--- config.mk ---
export PLATFORM = sky130hd
export DESIGN_NAME = flash_user_program_control
export DESIGN_NICKNAME = d
export VERILOG_FILES = /design/src/logic/erase_timer.v /design/src/logic/flash_user_program_control.v
export VERILOG_INCLUDE_DIRS = /design/src /design/src/logic
export SDC_FILE = /design/constraint.sdc
export NUM_CORES = 1
export LEC_CHECK = 0
export BUFFER_PORTS_ARGS = -buffer_cell sky130_fd_sc_hd__buf_2
export CAP_MARGIN = 10
export CELL_PAD_IN_SITES_DETAIL_PLACEMENT = 1
export CELL_PAD_IN_SITES_GLOBAL_PLACEMENT = 1
export CORE_MARGIN = 5
export CORE_UTILIZATION = 39
export DETAILED_ROUTE_END_ITERATION = 7
export PLACE_DENSITY = 0.88
export SYNTH_ARGS = -nofsm -noshare
export SYNTH_HDL_FRONTEND = slang
export SYNTH_SLANG_ARGS = --single-unit
--- constraint.sdc ---
create_clock -name mclk_i -period 3.1 [get_ports mclk_i]
set_input_delay 0.155 -clock mclk_i [delete_from_list [all_inputs] [get_ports mclk_i]]
set_output_delay 0.155 -clock mclk_i [all_outputs]
set_load 0.02 [all_outputs]
--- src/logic/flash_ctl_map.vh ---
// Operation
// Operation control register writes accepted only while user program mode is active.
// Writing 1 to start bit begins erase or hard lock operation.
// Erase start halts the CPU for the erase time, then resumes it.
// Byte reads and byte programs proceed without touching the start bit.
// Unlock key register clears to zero on reset; mode disabled.
// User program mode enabled only while key equals 10100101B.
// Sector address built from low and high byte registers.
// Sectors are 128 bytes; low byte bits 6 to 0 ignored.
// Software loads the sector base before programming in a new sector.
// Erase unit is one sector; erase before programming a byte.
// 496 or 504 erasable sectors, per memory size option.
// Erase completes no sooner than 4 ms after start.
// No sector erase in tool mode; only user program mode.
// Software erase sequence: key, sector, 10100001B, then key zero.
// Software sets key just before erase and raises start bit.
// Valid erase erases sector and clears start bit automatically.
// Erase start with mode disabled does nothing; start bit stays 1.
// Upper nibble 0110 sets hard lock, blocking writes and erases.
// Operation 0101000x makes an unlocked store a one-byte program.
// Protected boot area refuses erase and program but allows reads.
// Unknown operation encodings ignore stores and erase starts.
// Reads of operation control register return the start bit.
`ifndef FLASH_CTL_MAP_VH
`define FLASH_CTL_MAP_VH
`define OFS_OPERATION_CONTROL 12'h000
`define OFS_WRITE_UNLOCK_KEY 12'h004
`define OFS_SECTOR_ADDRESS_LOW 12'h008
`define OFS_SECTOR_ADDRESS_HIGH 12'h00C
`define OFS_CONFIG 12'h010
`define OFS_STATUS 12'h014
`define UNLOCK_KEY_VALUE 8'hA5
`define KEY_RESET 8'h00
`define OP_RESET 8'h00
`define SEC_RESET 8'h00
`define CFG_RESET 8'h00
`define OP_ERASE 4'hA
`define OP_PROGRAM 4'h5
`define OP_HARD_LOCK 4'h6
`define OP_PROG_MID 3'h0
`define START_BIT 0
`define SECTOR_LOW_BIT 7
`define CFG_SIZE_62K 0
`define CFG_BOOT_PROT 1
`define CFG_BOOT_SIZE_LSB 2
`define ERASE_TIME_US 10000
`define CLK_MHZ 20
`define SECTORS_63K 9'd504
`define SECTORS_62K 9'd496
`endif

--- src/logic/erase_timer.v ---
`timescale 1ns/100ps
// Counts the erase duration from a start pulse
module erase_timer #(
  parameter CYCLES = 200000
) (
  // Clock and reset
  input wire mclk_i,
  input wire rst_i,
  // Control
  input wire start_i,
  output wire busy_o,
  output reg done_o
);
  reg [31:0] count;
  reg run;

  assign busy_o = run;

  always @(posedge mclk_i) begin
    if (rst_i) begin
      count <= 32'h0000_0000;
      run <= 1'b0;
      done_o <= 1'b0;
    end else begin
      done_o <= 1'b0;
      if (start_i && !run) begin
        run <= 1'b1;
        count <= CYCLES - 1;
      end else if (run) begin
        if (count == 32'h0000_0000) begin
          run <= 1'b0;
          done_o <= 1'b1;
        end else begin
          count <= count - 32'h0000_0001;
        end
      end
    end
  end
endmodule

--- src/logic/flash_user_program_control.v ---
// Chosen here: the AHB-Lite interface to the registers and the address map.
`timescale 1ns/100ps
`include "flash_ctl_map.vh"
module flash_user_program_control #(
  parameter ERASE_CYCLES = `ERASE_TIME_US * `CLK_MHZ
) (
  // Clock and reset
  input wire mclk_i,
  input wire rst_i,
  // AHB-Lite slave
  input wire hsel_i,
  input wire [31:0] haddr_i,
  input wire [1:0] htrans_i,
  input wire hwrite_i,
  input wire [2:0] hsize_i,
  input wire [31:0] hwdata_i,
  input wire hready_i,
  output reg [31:0] hrdata_o,
  output wire hreadyout_o,
  output wire hresp_o,
  // CPU program-memory access
  input wire mem_store_i,
  input wire mem_load_i,
  input wire [15:0] mem_addr_i,
  input wire tool_mode_i,
  input wire chip_erase_i,
  output wire cpu_halt_o,
  // Flash array strobes
  output reg erase_req_o,
  output reg [15:0] erase_base_o,
  output reg prog_req_o,
  output reg [15:0] prog_addr_o,
  output wire read_en_o
);
  // ----------------------------------------
  // Registers
  // ----------------------------------------
  reg [7:0] op_ctl;
  reg [7:0] key;
  reg [7:0] sec_low;
  reg [7:0] sec_high;
  reg [7:0] cfg;
  reg hard_locked;
  reg erase_refused;
  reg wr_pend;
  reg [11:0] wr_addr;
  wire user_mode;
  wire timer_busy;
  wire timer_done;
  wire [15:0] sector_base;
  wire [8:0] sector_num;
  wire [15:0] boot_top;
  wire is_erase;
  wire is_prog;
  wire is_lock;
  wire start_wr;
  wire start_now;
  wire [8:0] sector_limit;
  wire [31:0] status_word;
  wire ctl_wr;

  function in_boot;
    input [15:0] a;
    input [15:0] top;
    begin
      in_boot = (a >= 16'h0100) && (a < top);
    end
  endfunction

  assign user_mode = (key == `UNLOCK_KEY_VALUE) && !tool_mode_i;
  assign sector_base = {sec_high, sec_low[`SECTOR_LOW_BIT], 7'h00};
  assign sector_num = sector_base[15:7];
  assign sector_limit = cfg[`CFG_SIZE_62K] ? `SECTORS_62K : `SECTORS_63K;
  assign boot_top = 16'h0200 << cfg[`CFG_BOOT_SIZE_LSB+1:`CFG_BOOT_SIZE_LSB];
  assign is_erase = op_ctl[7:4] == `OP_ERASE;
  assign is_lock = op_ctl[7:4] == `OP_HARD_LOCK;
  assign is_prog = (op_ctl[7:4] == `OP_PROGRAM) && (op_ctl[3:1] == `OP_PROG_MID);
  assign hreadyout_o = 1'b1;
  assign hresp_o = 1'b0;
  assign cpu_halt_o = timer_busy;
  assign read_en_o = mem_load_i;

  // ----------------------------------------
  // Bus address phase capture
  // ----------------------------------------
  always @(posedge mclk_i) begin
    if (rst_i) begin
      wr_pend <= 1'b0;
      wr_addr <= 12'h000;
    end else if (hready_i) begin
      wr_pend <= hsel_i && htrans_i[1] && hwrite_i;
      wr_addr <= haddr_i[11:0];
    end
  end

  assign ctl_wr = wr_pend && (wr_addr == `OFS_OPERATION_CONTROL) && user_mode;
  assign start_wr = ctl_wr && hwdata_i[`START_BIT] && !op_ctl[`START_BIT];
  assign start_now = start_wr && (hwdata_i[7:4] == `OP_ERASE) && !hard_locked
    && !timer_busy && !in_boot(sector_base, boot_top) && (sector_num < sector_limit);
  assign status_word = {29'h0000_0000, erase_refused, hard_locked, timer_busy};

  // ----------------------------------------
  // Register writes and operations
  // ----------------------------------------
  always @(posedge mclk_i) begin
    if (rst_i) begin
      op_ctl <= `OP_RESET;
      key <= `KEY_RESET;
      sec_low <= `SEC_RESET;
      sec_high <= `SEC_RESET;
      cfg <= `CFG_RESET;
      hard_locked <= 1'b0;
      erase_refused <= 1'b0;
      erase_req_o <= 1'b0;
      erase_base_o <= 16'h0000;
    end else begin
      erase_req_o <= 1'b0;
      if (chip_erase_i && tool_mode_i)
        hard_locked <= 1'b0;
      if (wr_pend) begin
        case (wr_addr)
          `OFS_WRITE_UNLOCK_KEY: key <= hwdata_i[7:0];
          `OFS_SECTOR_ADDRESS_LOW: sec_low <= hwdata_i[7:0];
          `OFS_SECTOR_ADDRESS_HIGH: sec_high <= hwdata_i[7:0];
          `OFS_CONFIG: cfg <= hwdata_i[7:0];
          default: ;
        endcase
      end
      if (ctl_wr) begin
        op_ctl <= hwdata_i[7:0];
        if (hwdata_i[7:4] == `OP_HARD_LOCK && hwdata_i[`START_BIT]) begin
          hard_locked <= 1'b1;
          op_ctl[`START_BIT] <= 1'b0;
        end
      end
      if (start_now) begin
        erase_req_o <= 1'b1;
        erase_base_o <= sector_base;
        erase_refused <= 1'b0;
      end else if (start_wr && hwdata_i[7:4] == `OP_ERASE) begin
        erase_refused <= 1'b1;
      end
      // Erase start while locked out of user mode only sets the start bit and starts no erase
      if (wr_pend && wr_addr == `OFS_OPERATION_CONTROL && !user_mode && hwdata_i[`START_BIT])
        op_ctl[`START_BIT] <= 1'b1;
      if (timer_done)
        op_ctl[`START_BIT] <= 1'b0;
    end
  end

  erase_timer #(
    .CYCLES(ERASE_CYCLES)
  ) u_erase_timer (
    .mclk_i(mclk_i),
    .rst_i(rst_i),
    .start_i(start_now),
    .busy_o(timer_busy),
    .done_o(timer_done)
  );

  // ----------------------------------------
  // Byte programming
  // ----------------------------------------
  always @(posedge mclk_i) begin
    if (rst_i) begin
      prog_req_o <= 1'b0;
      prog_addr_o <= 16'h0000;
    end else begin
      prog_req_o <= 1'b0;
      if (mem_store_i && user_mode && is_prog && !hard_locked && !timer_busy
          && mem_addr_i[15:7] == sector_num && !in_boot(mem_addr_i, boot_top)) begin
        prog_req_o <= 1'b1;
        prog_addr_o <= mem_addr_i;
      end
    end
  end

  // ----------------------------------------
  // Read data
  // ----------------------------------------
  always @(posedge mclk_i) begin
    if (rst_i) begin
      hrdata_o <= 32'h0000_0000;
    end else if (hready_i && hsel_i && htrans_i[1] && !hwrite_i) begin
      case (haddr_i[11:0])
        `OFS_OPERATION_CONTROL: hrdata_o <= {24'h00_0000, op_ctl};
        `OFS_WRITE_UNLOCK_KEY: hrdata_o <= {24'h00_0000, key};
        `OFS_SECTOR_ADDRESS_LOW: hrdata_o <= {24'h00_0000, sec_low};
        `OFS_SECTOR_ADDRESS_HIGH: hrdata_o <= {24'h00_0000, sec_high};
        `OFS_CONFIG: hrdata_o <= {24'h00_0000, cfg};
        `OFS_STATUS: hrdata_o <= status_word;
        default: hrdata_o <= 32'h0000_0000;
      endcase
    end
  end
endmodule

==> flow_summary.ini <==
[final_layout]
final_cells = 980
regArea_um2 = 2480
diodes = 0
nFillCells = 1848
fin_area_um2 = 7290
layout.nets = 859
post_route_cells_drive_above_1_share = 0.202
multi_input_area_um2 = 3360
area_growth_pct = 18.7

[placement]
portBuffers = 80
dpl.hpwl_um = 12200
dp_cells = 938
finalWeightedCongestion = 0.800
place_area_um2 = 6630

[sta]
setup_violations = 0
finalSetupTns_ps = 0
finalCritPeriodShare = 0.906
fmax_mhz = 356
relSlewSlack = 0.466
hold_violations = 0
period_needed_ps = 2810
rsz0062_at_grt = false
worst_pin_slew_ps = 799
clock_skew_ps = 7.33
slew_violations = 0

[synth]
syn_avg_cell_area_um2 = 9.14
post-synth-top-count-cell = dfxtp_1
yosys-top-cells-area = dfxtp_1 (40%), mux2i_1 (12%), nor2_1 (4.6%), buf_4 (4.2%), nand2b_1 (3.8%)
yosysWarnings = 0
ys.flop_type = dfxtp_1
postSynthCellCount = 671
synth_area_leader_cell = dfxtp_1
syn_area_um2 = 6140
async_flop_share = 0
ys_types = 58
synth_top_area_share = 0.405
synth_edf_count = 0
synth.yosys.seq_area_share = 0.405
synth_seq_cells = 124
synth_commonest_cells = dfxtp_1 (124), nor2_1 (75), mux2i_1 (71)

[floorplanning]
start_util = 0.401
die_h_um = 135
die_area_um2 = 18300
rows = 45
die_w_um = 135
coreArea_um2 = 15300
top_level_ports = 164

[clock_tree]
tritoncts = built
holdBufCountCts = 10
ctsHtreeMaxLevel = 4
cts.sinks = 124
cts-root-buf = clkbuf_16
cts_buffer_depth = 2
postCtsSetupBuffers = 0
cts_resized = 0
clk_latency_ps = 420
cts-buffers-inserted = 17
clk_pin_slew_worst_paths_ps = 50

[detailed_routing]
drtIter0Drc = 320
vias = 5317
ant_nets = 0
routedWlPerCell_um = 18.1
viasPerCell = 5.43
wirelength_um = 17700
firstDrtPassIters = 5
route.detailed.drc = 0

[pwr]
p_seq_frac = 0.437
p_leak_nw = 3.10
power_switching_share = 0.240
peakVddDrop_uv = 424
switchingPower_uw = 886
intPower_mw = 2.81
totalPowerFinal_mw = 3.69
clock_power_share = 0.505
comb_power_share = 0.058
power_density_nw_per_um2 = 507

[critical_path]
r2r_end = op_ctl[0]
arrival_ps = 3100
r2r-start = wr_addr[8]
worstSetupStartpointType = flop
worstPathMaxFanout = 9
path_class = flop to flop
critical_path_required_ps = 3390
worst-r2r-cell-count = 5
crit_path_end_kind = flop
reg2reg_slack_ps = 290

[grt]
antenna_found_initial = 0
grt_pass1_vias = 5603
grt_max_degree = 51
grt_overflow_total = 0
grt_pass1_wl_um = 28700
grt.total_usage = 0.196

[hold_path]
min_delay_path_depth = 3
min_from = mem_addr_i[3]
min_path_type = primary input to flop
hold_end = prog_addr_o[3]

[run]
cap_violations = 0

[run_status]
status = complete, no violations
==> metrics by stage <==
step	setup WS, ps	hold slack [ps]	util
6_report	291	8.43	0.476
2_1_floorplan	646	299	-
5_1_grt	269	17.9	0.476
3_3_place_gp	620	310	0.433
3_5_place_dp	548	310	0.433
4_1_cts	435	3.59	0.476
==> worst max-delay path, cell delays in order, from the launching register on <==
cell,delay (ps)
dfxtp_1,300
or4b_2,730
nor4b_1,670
nand2_1,530
a32oi_1,370
nor3_1,80
==> placed cells by master, fill, tap and decap left out, types with 5 or more instances in the layout <==
master / Yosys / layout
nor3_1: 9 / 9
nand4_1: 11 / 11
or2_2: 6 / 6
nand2b_1: 37 / 37
ha_1: 9 / 9
o31ai_1: 18 / 18
clkbuf_16: 0 / 17
nor2_1: 75 / 75
xnor2_1: 11 / 11
dfxtp_1: 124 / 124
mux4_2: 5 / 5
nand3_1: 16 / 16
nor4_1: 8 / 8
clkinv_2: 0 / 8
o21ai_0: 30 / 30
or3_1: 10 / 10
nor2b_1: 8 / 8
buf_4: 34 / 17
a31oi_1: 12 / 12
or4_1: 17 / 17
dlygate4sd3_1: 0 / 10
buf_2: 4 / 79
a21oi_1: 38 / 38
nand2_1: 27 / 27
conb_1: 2 / 33
mux2i_1: 71 / 71
==> worst max path at each step <==
stage               start                       to
5_1_grt        wr_addr[8]  u_erase_timer.count[30]
3_3_place_gp   wr_addr[8]  u_erase_timer.count[30]
3_5_place_dp   wr_addr[8]  u_erase_timer.count[30]
6_report       wr_addr[8]                op_ctl[0]
4_1_cts        wr_addr[8]                op_ctl[0]
2_1_floorplan      cfg[2]          prog_addr_o[10]
==> power by group through the flow <==
stage	sequential [mW]	combinational, mW	clock, mW
2_1_floorplan	1.65	0.163	0
3_3_place_gp	1.65	0.196	0
3_5_place_dp	1.65	0.201	0
4_1_cts	1.61	0.214	1.89
5_1_grt	1.61	0.234	1.96
6_report	1.61	0.215	1.86
==> logic make-up (layout without fill, tap and decap cells) <==
logic type                 count (synthesis)  in the layout  synth area share
muxes                                     80             80             0.142
AOI/OAI and AO/OA                        119            119             0.121
buffers and inverters                     73            140            0.0675
and+or+nand+nor                          251            251             0.227
xor gates and xnor gates                  13             13            0.0186
adders and majority gates                  9              9            0.0184
DFF                                      124            124             0.405
other                                      2             33           0.00122
==> registers in the layout (all words and copies together) (netlist names) <==
register              count
cfg                       8
erase_base_o              9
erase_refused             1
erase_req_o               1
hard_locked               1
hrdata_o                  8
key                       8
op_ctl                    8
prog_addr_o              16
prog_req_o                1
sec_high                  8
sec_low                   8
u_erase_timer.busy_o      1
u_erase_timer.count      32
u_erase_timer.done_o      1
wr_addr                  12
wr_pend                   1
==> layout make-up <==
| cell class | instances | area share |
|---|---|---|
| Timing Repair Buffer | 106 | 0.0855 |
| Clock buffer | 19 | 0.0622 |
| Multi-Input combinational cell | 505 | 0.461 |
| Tap cell | 211 | 0.0362 |
| Sequential cell | 124 | 0.341 |
| Clock inverter | 13 | 0.0137 |
| Inverter | 2 | 0.00103 |
==> layer usage <==
| metal | GRT usage | part of all wire | up-vias |
|---|---|---|---|
| li1 | - | - | 2546 |
| met1 | 0.242 | 0.45 | 2623 |
| met2 | 0.336 | 0.50 | 125 |
| met3 | 0.0412 | 0.039 | 23 |
| met4 | 0.0694 | 0.017 | 0 |
| met5 | 0 | 0 | - |
(Power assumes the default switching activity.)
